[src/verilog/btct_pkg.sv]
// Purpose: shared constants and types for the baud and counter/timer block
// Assumes: one 100 MHz clock, AHB-Lite register access
// Notes: byte offsets are word aligned
package btct_pkg;

	// -------------------------------------------------------------
	// register byte offsets
	// -------------------------------------------------------------
	localparam logic [7:0] OFS_AUX_CTRL = 8'h00;
	localparam logic [7:0] OFS_INT_STATUS = 8'h04;
	localparam logic [7:0] OFS_INT_MASK = 8'h08;
	localparam logic [7:0] OFS_PRE_HIGH = 8'h0c;
	localparam logic [7:0] OFS_PRE_LOW = 8'h10;
	localparam logic [7:0] OFS_LIVE_HIGH = 8'h14;
	localparam logic [7:0] OFS_LIVE_LOW = 8'h18;
	localparam logic [7:0] OFS_START = 8'h1c;
	localparam logic [7:0] OFS_STOP = 8'h20;
	localparam logic [7:0] OFS_CMD_A = 8'h24;
	localparam logic [7:0] OFS_CMD_B = 8'h28;
	localparam logic [7:0] OFS_CSEL_A = 8'h2c;
	localparam logic [7:0] OFS_CSEL_B = 8'h30;
	localparam logic [7:0] OFS_CLK_OPT = 8'h34;

	// -------------------------------------------------------------
	// field positions and codes
	// -------------------------------------------------------------
	localparam int ACR_GROUP_BIT = 7;
	localparam int ACR_TIMER_BIT = 6;
	localparam int ISR_CT_BIT = 3;
	localparam int OPT_DIV2_BIT = 0;
	localparam logic [3:0] CMD_TMO_ON = 4'ha;
	localparam logic [3:0] CMD_TMO_OFF = 4'hc;
	localparam logic [3:0] CSEL_CT = 4'hd;
	localparam logic [3:0] CSEL_LAST_BRG = 4'hc;
	localparam logic [1:0] SRC_PIN = 2'h0;
	localparam logic [1:0] SRC_PIN16 = 2'h1;
	localparam logic [1:0] SRC_XTAL = 2'h2;
	localparam logic [3:0] PRESCALE_LAST = 4'hf;
	localparam logic [15:0] CT_FULL_SCALE = 16'hffff;
	localparam logic CT_OUT_RST = 1'b1;

	// -------------------------------------------------------------
	// 16x divisors, crystal cycles per tick; defaults, plain values
	// -------------------------------------------------------------
	localparam logic [12:0] BRG_DIV_G0 [13] = '{
		13'h1200, 13'h082f, 13'h06b1, 13'h0480, 13'h0300, 13'h0180, 13'h00c0,
		13'h00db, 13'h0060, 13'h0030, 13'h0020, 13'h0018, 13'h0006};
	localparam logic [12:0] BRG_DIV_G1 [13] = '{
		13'h0c00, 13'h082f, 13'h06b1, 13'h0600, 13'h0300, 13'h0180, 13'h00c0,
		13'h0073, 13'h0060, 13'h0030, 13'h0080, 13'h0018, 13'h000c};

	// -------------------------------------------------------------
	// carriers
	// -------------------------------------------------------------
	typedef struct packed {
		logic hsel;
		logic [7:0] haddr;
		logic [1:0] htrans;
		logic hwrite;
		logic [2:0] hsize;
		logic [31:0] hwdata;
		logic hready;
	} btct_ahb_req_t;

	typedef struct packed {
		logic [31:0] hrdata;
		logic hreadyout;
		logic hresp;
	} btct_ahb_rsp_t;

	typedef struct packed {
		logic [7:0] aux_control_reg;
		logic [7:0] int_mask_reg;
		logic [7:0] pre_hi;
		logic [7:0] pre_lo;
		logic [7:0] csel_a;
		logic [7:0] csel_b;
		logic div2;
		logic half;
		logic [15:0] cnt;
		logic ct_out;
		logic out_prev;
		logic run;
		logic done;
		logic isr_ct;
		logic tmo_a;
		logic tmo_b;
		logic [1:0] reload;
		logic [2:0] sync;
		logic [3:0] pre16;
		logic [3:0][12:0] bcnt;
		logic [3:0] btick;
		logic wr_pend;
		logic [7:0] wr_addr;
		logic [31:0] rdata;
	} btct_state_t;

endpackage

[src/verilog/btct_timing.sv]
// Purpose: baud generator and 16-bit counter/timer of one channel pair
// Assumes: AHB-Lite slave, zero wait states, single word transfers
// Notes: rx load strobes come from logic on the same clock
//
// Design decisions made here: register access over AHB-Lite and the address map.
`timescale 1ns/1ps

module btct_timing
	import btct_pkg::*;
(
	// clock and reset
	input wire logic mclk,
	input wire logic sys_rst,
	// register bus
	input wire btct_pkg::btct_ahb_req_t bus_req,
	output btct_pkg::btct_ahb_rsp_t bus_rsp,
	// receiver character loads
	input wire logic rx_load_a,
	input wire logic rx_load_b,
	// external counter/timer clock pin
	input wire logic ct_ext_pin,
	// outputs
	output logic ct_out,
	output logic ct_int_req,
	output logic [3:0] baud_tick,
	output logic [3:0] baud_x16
);
	import btct_pkg::*;

	// -------------------------------------------------------------
	// divisor lookup
	// -------------------------------------------------------------
	function automatic logic [12:0] brg_div(input logic grp, input logic [3:0] code);
		logic [12:0] d;
		d = 13'h0001;
		if (code <= CSEL_LAST_BRG) begin
			d = grp ? BRG_DIV_G1[code] : BRG_DIV_G0[code];
		end
		return d;
	endfunction

	function automatic logic [3:0] csel_code(input logic [7:0] a, input logic [7:0] b, input int i);
		logic [3:0] c;
		c = 4'h0;
		case (i)
			0: c = a[7:4];
			1: c = a[3:0];
			2: c = b[7:4];
			default: c = b[3:0];
		endcase
		return c;
	endfunction

	btct_state_t s_q;
	btct_state_t s_d;

	logic sys_en;
	logic ext_rise;
	logic base_tick;
	logic ct_tick;
	logic timer_mode;
	logic tmo_on;
	logic addr_ok;
	logic rd_ok;
	logic start_cmd;
	logic stop_cmd;
	logic rx_restart;
	logic clr_ready;
	logic ct_rise;
	logic [15:0] preload;
	logic [3:0] code;
	logic [12:0] div;

	// -------------------------------------------------------------
	// next state
	// -------------------------------------------------------------
	always_comb begin
		s_d = s_q;
		code = 4'h0;
		div = 13'h0001;
		clr_ready = 1'b0;

		// divided system enable; the baud dividers never use it
		s_d.half = s_q.div2 ? ~s_q.half : 1'b0;
		sys_en = ~s_q.div2 | s_q.half;

		// pin synchroniser, edge taken past the second stage
		s_d.sync = {s_q.sync[1:0], ct_ext_pin};
		ext_rise = s_q.sync[1] & ~s_q.sync[2];

		// counter/timer clock source
		base_tick = s_q.aux_control_reg[5] ? sys_en : ext_rise;
		if (base_tick) begin
			s_d.pre16 = s_q.pre16 + 4'h1;
		end
		ct_tick = base_tick;
		if (s_q.aux_control_reg[4]) begin
			ct_tick = base_tick & (s_q.pre16 == PRESCALE_LAST);
		end

		tmo_on = s_q.tmo_a | s_q.tmo_b;
		timer_mode = s_q.aux_control_reg[ACR_TIMER_BIT] & ~tmo_on;
		preload = {s_q.pre_hi, s_q.pre_lo};

		// ---------------------------------------------------------
		// bus address phase
		// ---------------------------------------------------------
		addr_ok = bus_req.hsel & bus_req.htrans[1] & bus_req.hready;
		rd_ok = addr_ok & ~bus_req.hwrite;
		s_d.wr_pend = addr_ok & bus_req.hwrite;
		s_d.wr_addr = bus_req.haddr;

		start_cmd = rd_ok & (bus_req.haddr == OFS_START) & ~tmo_on;
		stop_cmd = rd_ok & (bus_req.haddr == OFS_STOP) & ~tmo_on;

		if (rd_ok) begin
			s_d.rdata = 32'h0000_0000;
			if (bus_req.haddr == OFS_AUX_CTRL) begin
				s_d.rdata[7:0] = s_q.aux_control_reg;
			end else if (bus_req.haddr == OFS_INT_STATUS) begin
				s_d.rdata[ISR_CT_BIT] = s_q.isr_ct;
			end else if (bus_req.haddr == OFS_INT_MASK) begin
				s_d.rdata[7:0] = s_q.int_mask_reg;
			end else if (bus_req.haddr == OFS_PRE_HIGH) begin
				s_d.rdata[7:0] = s_q.pre_hi;
			end else if (bus_req.haddr == OFS_PRE_LOW) begin
				s_d.rdata[7:0] = s_q.pre_lo;
			end else if (bus_req.haddr == OFS_LIVE_HIGH) begin
				s_d.rdata[7:0] = s_q.cnt[15:8];
			end else if (bus_req.haddr == OFS_LIVE_LOW) begin
				s_d.rdata[7:0] = s_q.cnt[7:0];
			end else if (bus_req.haddr == OFS_CSEL_A) begin
				s_d.rdata[7:0] = s_q.csel_a;
			end else if (bus_req.haddr == OFS_CSEL_B) begin
				s_d.rdata[7:0] = s_q.csel_b;
			end else if (bus_req.haddr == OFS_CLK_OPT) begin
				s_d.rdata[OPT_DIV2_BIT] = s_q.div2;
			end
		end

		// ---------------------------------------------------------
		// counting
		// ---------------------------------------------------------
		if (ct_tick && s_q.run) begin
			if (timer_mode) begin
				// two reloads per period give the symmetric wave
				if (s_q.cnt <= 16'h0001) begin
					s_d.cnt = preload;
					s_d.ct_out = ~s_q.ct_out;
				end else begin
					s_d.cnt = s_q.cnt - 16'h0001;
				end
			end else begin
				// zero wraps to full scale and keeps going silently
				s_d.cnt = s_q.cnt - 16'h0001;
				if (s_q.cnt == 16'h0001 && !s_q.done) begin
					s_d.ct_out = 1'b0;
					s_d.done = 1'b1;
				end
			end
		end

		// character reload sequence in timeout mode
		if (ct_tick && s_q.reload == 2'h1) begin
			s_d.run = 1'b0;
			s_d.cnt = preload;
			s_d.reload = 2'h2;
		end else if (ct_tick && s_q.reload == 2'h2) begin
			s_d.run = 1'b1;
			s_d.reload = 2'h0;
		end

		rx_restart = (rx_load_a & s_q.tmo_a) | (rx_load_b & s_q.tmo_b);
		if (rx_restart) begin
			s_d.reload = 2'h1;
			s_d.ct_out = CT_OUT_RST;
			s_d.done = 1'b0;
			clr_ready = 1'b1;
		end

		if (start_cmd) begin
			s_d.cnt = preload;
			s_d.run = 1'b1;
			s_d.ct_out = CT_OUT_RST;
			s_d.done = 1'b0;
		end

		if (stop_cmd) begin
			clr_ready = 1'b1;
			if (!timer_mode) begin
				s_d.run = 1'b0;
			end
		end

		// ---------------------------------------------------------
		// bus data phase writes
		// ---------------------------------------------------------
		if (s_q.wr_pend) begin
			if (s_q.wr_addr == OFS_AUX_CTRL) begin
				s_d.aux_control_reg = bus_req.hwdata[7:0];
			end else if (s_q.wr_addr == OFS_INT_MASK) begin
				s_d.int_mask_reg = bus_req.hwdata[7:0];
			end else if (s_q.wr_addr == OFS_PRE_HIGH) begin
				s_d.pre_hi = bus_req.hwdata[7:0];
			end else if (s_q.wr_addr == OFS_PRE_LOW) begin
				s_d.pre_lo = bus_req.hwdata[7:0];
			end else if (s_q.wr_addr == OFS_CSEL_A) begin
				s_d.csel_a = bus_req.hwdata[7:0];
			end else if (s_q.wr_addr == OFS_CSEL_B) begin
				s_d.csel_b = bus_req.hwdata[7:0];
			end else if (s_q.wr_addr == OFS_CLK_OPT) begin
				s_d.div2 = bus_req.hwdata[OPT_DIV2_BIT];
			end else if (s_q.wr_addr == OFS_CMD_A || s_q.wr_addr == OFS_CMD_B) begin
				if (bus_req.hwdata[7:4] == CMD_TMO_ON) begin
					// held stopped until the next character arrives
					s_d.run = 1'b0;
					s_d.reload = 2'h0;
					s_d.ct_out = CT_OUT_RST;
					s_d.done = 1'b0;
					clr_ready = 1'b1;
					if (s_q.wr_addr == OFS_CMD_A) begin
						s_d.tmo_a = 1'b1;
					end else begin
						s_d.tmo_b = 1'b1;
					end
				end else if (bus_req.hwdata[7:4] == CMD_TMO_OFF) begin
					if (s_q.wr_addr == OFS_CMD_A) begin
						s_d.tmo_a = 1'b0;
					end else begin
						s_d.tmo_b = 1'b0;
					end
				end
			end
		end

		// ready flag: a falling edge in the same cycle as a clear wins
		s_d.isr_ct = (s_q.ct_out & ~s_d.ct_out) | (s_q.isr_ct & ~clr_ready);

		// ---------------------------------------------------------
		// baud dividers on the undivided clock
		// ---------------------------------------------------------
		s_d.out_prev = s_q.ct_out;
		ct_rise = s_q.ct_out & ~s_q.out_prev;
		for (int i = 0; i < 4; i++) begin
			code = csel_code(s_q.csel_a, s_q.csel_b, i);
			div = brg_div(s_q.aux_control_reg[ACR_GROUP_BIT], code);
			s_d.btick[i] = 1'b0;
			if (code == CSEL_CT) begin
				s_d.bcnt[i] = 13'h0000;
				s_d.btick[i] = ct_rise;
			end else if (code <= CSEL_LAST_BRG) begin
				if (s_q.bcnt[i] >= div - 13'h0001) begin
					s_d.bcnt[i] = 13'h0000;
					s_d.btick[i] = 1'b1;
				end else begin
					s_d.bcnt[i] = s_q.bcnt[i] + 13'h0001;
				end
			end else begin
				s_d.bcnt[i] = 13'h0000;
			end
		end
	end

	// -------------------------------------------------------------
	// state register
	// -------------------------------------------------------------
	always_ff @(posedge mclk) begin
		if (sys_rst) begin
			s_q <= '0;
			s_q.ct_out <= CT_OUT_RST;
			s_q.out_prev <= CT_OUT_RST;
		end else begin
			s_q <= s_d;
		end
	end

	// -------------------------------------------------------------
	// outputs
	// -------------------------------------------------------------
	always_comb begin
		bus_rsp.hrdata = s_q.rdata;
		bus_rsp.hreadyout = 1'b1;
		bus_rsp.hresp = 1'b0;
		ct_out = s_q.ct_out;
		ct_int_req = s_q.isr_ct & s_q.int_mask_reg[ISR_CT_BIT];
		baud_tick = s_q.btick;
		for (int j = 0; j < 4; j++) begin
			baud_x16[j] = csel_code(s_q.csel_a, s_q.csel_b, j) <= CSEL_CT;
		end
	end

endmodule // btct_timing

[config.mk]
export PLATFORM = sky130hd
export DESIGN_NAME = btct_timing
export DESIGN_NICKNAME = d
export VERILOG_FILES = /design/src/verilog/btct_pkg.sv /design/src/verilog/btct_timing.sv
export SDC_FILE = /design/constraint.sdc
export NUM_CORES = 1
export LEC_CHECK = 0
export BUFFER_PORTS_ARGS = -buffer_cell sky130_fd_sc_hd__clkbuf_2
export CORE_UTILIZATION = 30
export DETAILED_ROUTE_END_ITERATION = 16
export PLACE_DENSITY = 0.57
export SETUP_SLACK_MARGIN = 0.02
export SYNTH_ARGS = -nofsm -noshare
export SYNTH_HDL_FRONTEND = slang
export SYNTH_SLANG_ARGS = --single-unit
[constraint.sdc]
create_clock -name mclk -period 4.75 [get_ports mclk]
set_input_delay 0.2375 -clock mclk [delete_from_list [all_inputs] [get_ports mclk]]
set_output_delay 0.2375 -clock mclk [all_outputs]
set_load 0.05 [all_outputs]
* Word-level counts from Yosys, hierarchy flattened *
Memory sizes are Yosys's and may differ from the RTL's.
Index checks and enable logic that the tools add are counted.

storage, ports and cells
  output and inout port bits = 44
  register bits = 155
  memories = 8
  ROM bits = 1664
  input bits = 53

memory list
  name             words  width  read ports  clocked after memory_dff  wr ports  RTL line           text
  (no name shown)  16     13     1           0                         0         btct_timing.sv:37  d = grp ? BRG_DIV_G1[code] : BRG_DIV_G0[code];
  (no name shown)  16     13     1           0                         0         btct_timing.sv:37
  (no name shown)  16     13     1           0                         0         btct_timing.sv:37
  (no name shown)  16     13     1           0                         0         btct_timing.sv:37
  (no name shown)  16     13     1           0                         0         btct_timing.sv:37
  (no name shown)  16     13     1           0                         0         btct_timing.sv:37
  2 more memories  -      -      -           -                         -         -

operators by class
  reductions and logical operators = 24
  bitwise operators = 46
  order comparisons = 17
  multiplexer cells = 119
  eq/ne operators = 29
  add/sub/neg operators = 10

operators with widths
  kind                                                                               count
  13-bit 2-to-1 mux                                                                  24
  8-bit by 6-bit == test with 1-bit output, second input constant                    9
  8-bit 2-to-1 mux                                                                   7
  1-bit 2-to-1 mux                                                                   54
  13-bit by 1-bit adder with 13-bit output, second input constant                    4
  13-bit greater-or-equal comparator                                                 4
  2-bit 2-to-1 mux                                                                   26
  13-bit by 1-bit subtractor with 13-bit output, second input constant               4
  17-bit 2-to-1 mux                                                                  3
  8-bit by 5-bit == test with 1-bit output, second input constant                    5
  8-bit by 4-bit == test with 1-bit output, second input constant                    4
  4-bit less-or-equal comparator, second input constant                              8
  16-bit 2-to-1 mux                                                                  2
  4-bit == test, second input constant                                               7
  11-bit AND reduction                                                               2
  1-bit inverter                                                                     21
  5-bit greater-or-equal comparator, second input constant                           4
  4-bit inverter with 5-bit output                                                   4
  1-bit AND                                                                          17
  16-bit by 1-bit == test with 1-bit output, second input constant                   1
  16-bit by 1-bit less-or-equal comparator with 1-bit output, second input constant  1
  8-bit zero test                                                                    2
  4-bit OR reduction                                                                 4
  16-bit by 1-bit subtractor with 16-bit output, second input constant               1
  21 further kinds                                                                   27

* Logic depth before layout (Yosys ltp) *
  word-level depth = 22
  depth in mapped cells = 22
  mapped depth without buffers = 20

* Worst setup path before layout *
Ideal clock, no wire load.

  path type = register -> register
  start = register s_q[178] (netlist name)
  end = register s_q[89] (netlist name)
  required time = 4672 ps
  cell stages (with the launch flop) = 23
  library setup time = 78 ps
  setup slack = 335 ps
  buffers on the path = 5
  arrival = 4337 ps
  clock period less this slack = 4415 ps
  cell sequence = dfxtp_1 -> clkbuf_1 -> clkbuf_1 -> clkbuf_1 -> clkbuf_1 -> nor2_1 -> nand2_1 -> a21oi_1 -> a21oi_1 -> ha_1 -> nand2_1 -> nor4_1 -> mux2_2 -> a22oi_1 -> ha_1 -> a21o_1 -> a21o_1 -> a21o_1 -> a21o_1 -> a21oi_1 -> a21bo_2 -> clkbuf_1 -> nor3_1

between the ends
  cells in the longest elaborated chain, start to end = 5

ends and longest elaborated chain
  what                                           RTL line            text
  start, declared                                btct_timing.sv:54   btct_state_t s_q;
  13-bit 2-to-1 mux                              btct_timing.sv:37
  13-bit 2-to-1 mux                              btct_timing.sv:36   if (code <= CSEL_LAST_BRG) begin
  13-bit by 1-bit subtractor with 13-bit output  btct_timing.sv:252  if (s_q.bcnt[i] >= div - 13'h0001) begin
  13-bit greater-or-equal comparator             btct_timing.sv:252
  4-bit OR reduction (no line)                   -

Every way passes these cells.
A chain may end at the register's enable or synchronous reset.

* Worst setup path in the final report *
  start = register s_q (netlist bit code[0])
  end = register s_q[96] (netlist name)

between the ends
  cells in the longest elaborated chain, start to end = 9
  elaborated cells on any way between the ends = 15

ends and longest elaborated chain
  what                                                    RTL line
  4-bit inverter with 5-bit output (not written as such)  btct_timing.sv:37
  memory read 16 x 13 bit                                 -
  13-bit 2-to-1 mux (not written as such) (2 in a row)    btct_timing.sv:37
  13-bit 2-to-1 mux                                       btct_timing.sv:37
  13-bit 2-to-1 mux                                       btct_timing.sv:36
  13-bit by 1-bit subtractor with 13-bit output           btct_timing.sv:252
  13-bit greater-or-equal comparator                      btct_timing.sv:252
  4-bit OR reduction (no line) (*)                        -

Every way passes the cells marked *; elsewhere a longest branch is shown, timed or not. The select of a mux whose other input is x is not followed.

==> metrics.yaml <==
worst_setup_path:
  start_kind: "register"
  critPathKind: "reg2reg"
  path_common_cell: "a21o_1"
  rr_worst_depth: 20
  cp.arrival_ps: 4630
  crit_path_max_fanout: 13
  startpoint: "code[0]"
  r2r-end: "s_q[96]"
  r2r_slack_ps: 470
  required_ps: 5100
  crit_chain: "inv_1 -> ha_1 -> inv_1 -> nor2_1 -> nand2_1 -> a21oi_1 -> a21oi_1 -> ha_1 -> nand2_1 -> nor4_1 -> mux2_2 -> a22oi_1 -> ha_1 -> a21o_1 -> a21o_1 -> a21o_1 -> a21o_1 -> a21oi_1 -> a21bo_2 -> nor3_1"
  crit_end: "s_q[96]"
  r2r_start: "code[0]"
  slowest_stage: "dfxtp_1"
  endpoint_kind: "register"
  cp_slowest_stage_delay_ps: 470
floorplanning:
  die_w_um: 193
  die_area_um2: 37400
  ioPinCount: 97
  core_area_um2: 35800
  rows: 69
  die_h_um: 193
  start_util_pct: 30.7
sta:
  timing.fmax_mhz: 234
  setup_viol_count_final: 0
  slew_headroom_pct: 24.3
  rsz0062_at_grt: "false"
  max_slew.worst_pin.slew_ps: 1130
  finalSetupTns_ps: 0
  slew_viol_final: 0
  period_needed_ps: 4280
  skew_ps: 8.94
  hold_viol: 0
  min_period_over_period_pct: 90.1
global_routing:
  grt-ovfl-total: 0
  grt_pass1_wl_mm: 46.4
  antenna_found_initial: 0
  grt_pass1_vias: 8866
  grt_max_degree: 66
  grt_use_total_pct: 15.2
clocking:
  htree_levels: 4
  clk_path_buf_depth: 2
  cts_tree: "yes"
  cts_buffers: 17
  cts_sinks: 155
  root_buffer: "clkbuf_16"
  clkTransAtPathRegs_ps: 60
  post_cts_buffers: 0
  insertion_delay_ps: 440
cells_and_area:
  final_common_cell: "nor2_1"
  syn_to_final_growth_pct: 9.07
  final_cell_mix: "nor2_1, dfxtp_1, nand2_1"
  layout-drive-gt1-share_pct: 7.42
  stdcell_count: 1849
  fin_area_um2: 12000
  antenna_cells: 0
  fin_nets: 1521
pwr:
  p_leak_uw: 0.00494
  power_uw: 2900
  power.density_nw_per_um2: 242
  vdd_drop_max_mv: 0.274
synth:
  synth_area_leader_cell: "dfxtp_1"
  yosysSeqAreaShare_pct: 28.2
  synth_edf_count: 0
  syn_avg_cell_area_um2: 7.93
  synthCells: 1387
  synth.top_cell.area_share_pct: 28.2
  synth-main-ff-cell: "dfxtp_1"
  ys_types: 67
  synth_area_um2: 11000
  synthArstFlopShare_pct: 0
  ys_seq_elements: 155
  yosys_warnings: 0
  synth.area.top_cells: "dfxtp_1, ha_1, mux2i_1, nor2_1, xor2_1"
placement:
  dpl.hpwl_mm: 20.8
  io_buffers: 42
  dpl.cell_count: 1818
  dpl_cell_area_um2: 11400
  place.gp.congestion: 0.883
detailed_routing:
  wire_per_inst_um: 15.3
  ant_nets: 0
  wl_mm: 28.4
  vias_per_cell: 5.22
  drc: 4
  num_vias: 9646
  first_pass_iters: 11
  drt_first_iter_violations: 621
min_path:
  hold_path_class: "in2reg"
  worstHoldStart: "bus_req[38]"
status:
  status: "complete, but fails checks"
  violations: "design-rule violations"
run:
  cap_violations: 0
==> synthesized netlist by cell type, drive strengths merged (9+ instances only) <==
cell and number:
nor2b 36, nor4 16, xnor2 33, a21oi 70, or3 9, mux2i 72
and2 16, nand4 15, ha 91, and3 20, dfxtp 155, inv 38
nor2 163, buf 56, nand2b 17, xor2 51, nand2 115, a211oi 9
a31oi 16, nor3 64, o21ai 72, a21o 19, clkbuf 55, a221oi 14
nand3 40
==> state kept, by name, summed over array words and instances, names as in the netlist <==
signal     count
s_d            2
preload       16
bus_rsp        8
baud_tick      4
s_q          120
ct_out         1
code           4
==> power breakdown <==
group	switching, µW	internal (µW)	leakage, µW
clock network	566	813	0.000282
registers	16.2	1320	0.00125
logic	143	47.4	0.00340
total	725	2180	0.00494
==> per-stage QoR <==
step	hold WS, ps	utilization, %	worst slack, ps
3_5_place_dp	428	31.8	452
2_1_floorplan	366	-	335
5_1_grt	68.6	33.5	75.7
6_report	70.6	33.5	471
4_1_cts	50.0	33.5	446
3_3_place_gp	431	31.8	517
==> layer usage <==
metal / up-vias / share of wire (%) / track usage (%)
met5: - / 0 / 0
li1: 4848 / - / -
met1: 4553 / 50 / 21.0
met2: 212 / 45 / 24.1
met4: 0 / 1.9 / 4.47
met3: 33 / 4.0 / 2.62
==> worst min-delay path by stage <==
stage,endpoint,depth (start not counted)
2_1_floorplan,s_d[102],1
3_3_place_gp,s_d[103],1
3_5_place_dp,s_d[103],1
4_1_cts,s_q[40],3
5_1_grt,s_q[40],2
6_report,s_q[40],3
==> critical path, delay by kind of cell (launching register included) <==
kind	cells	cell delay [ps]
AOI/OAI and AO/OA	9	1500
adders and majority gates	3	790
buffers and inverters	2	290
DFF	1	470
muxes	1	380
and+or+nand+nor	5	770
==> what timing repair did <==
action / 4_1_cts / 5_1_grt
resized for setup: 0 / 0
hold buffers: 1 / 0
hold endpoints to repair: 1 / 0
setup endpoints to repair: 0 / 0
==> layout make-up <==
cell class | instances | area (µm²)
Multi-Input combinational cell | 1107 | 7250
Clock buffer | 21 | 470
Tap cell | 461 | 577
Fill cell | 3782 | 23800
Inverter | 38 | 143
Clock inverter | 9 | 115
Timing Repair Buffer | 58 | 335
Sequential cell | 155 | 3100
==> kinds of logic (layout without fill, tap and decap cells) <==
| kind of cell | after synthesis | after routing | synth area share [%] |
|---|---|---|---|
| flip-flops | 155 | 155 | 28.2 |
| buffers and inverters | 149 | 126 | 6.71 |
| multiplexers | 79 | 79 | 7.27 |
| AND/OR/NAND/NOR | 552 | 552 | 24.6 |
| adder cells (fa/ha/maj) | 91 | 91 | 10.4 |
| other | 2 | 26 | 0.0683 |
| AO/OA/AOI/OAI | 275 | 275 | 16.1 |
| XOR/XNOR | 84 | 84 | 6.69 |
No activity file was read; power rests on OpenSTA's default activity.
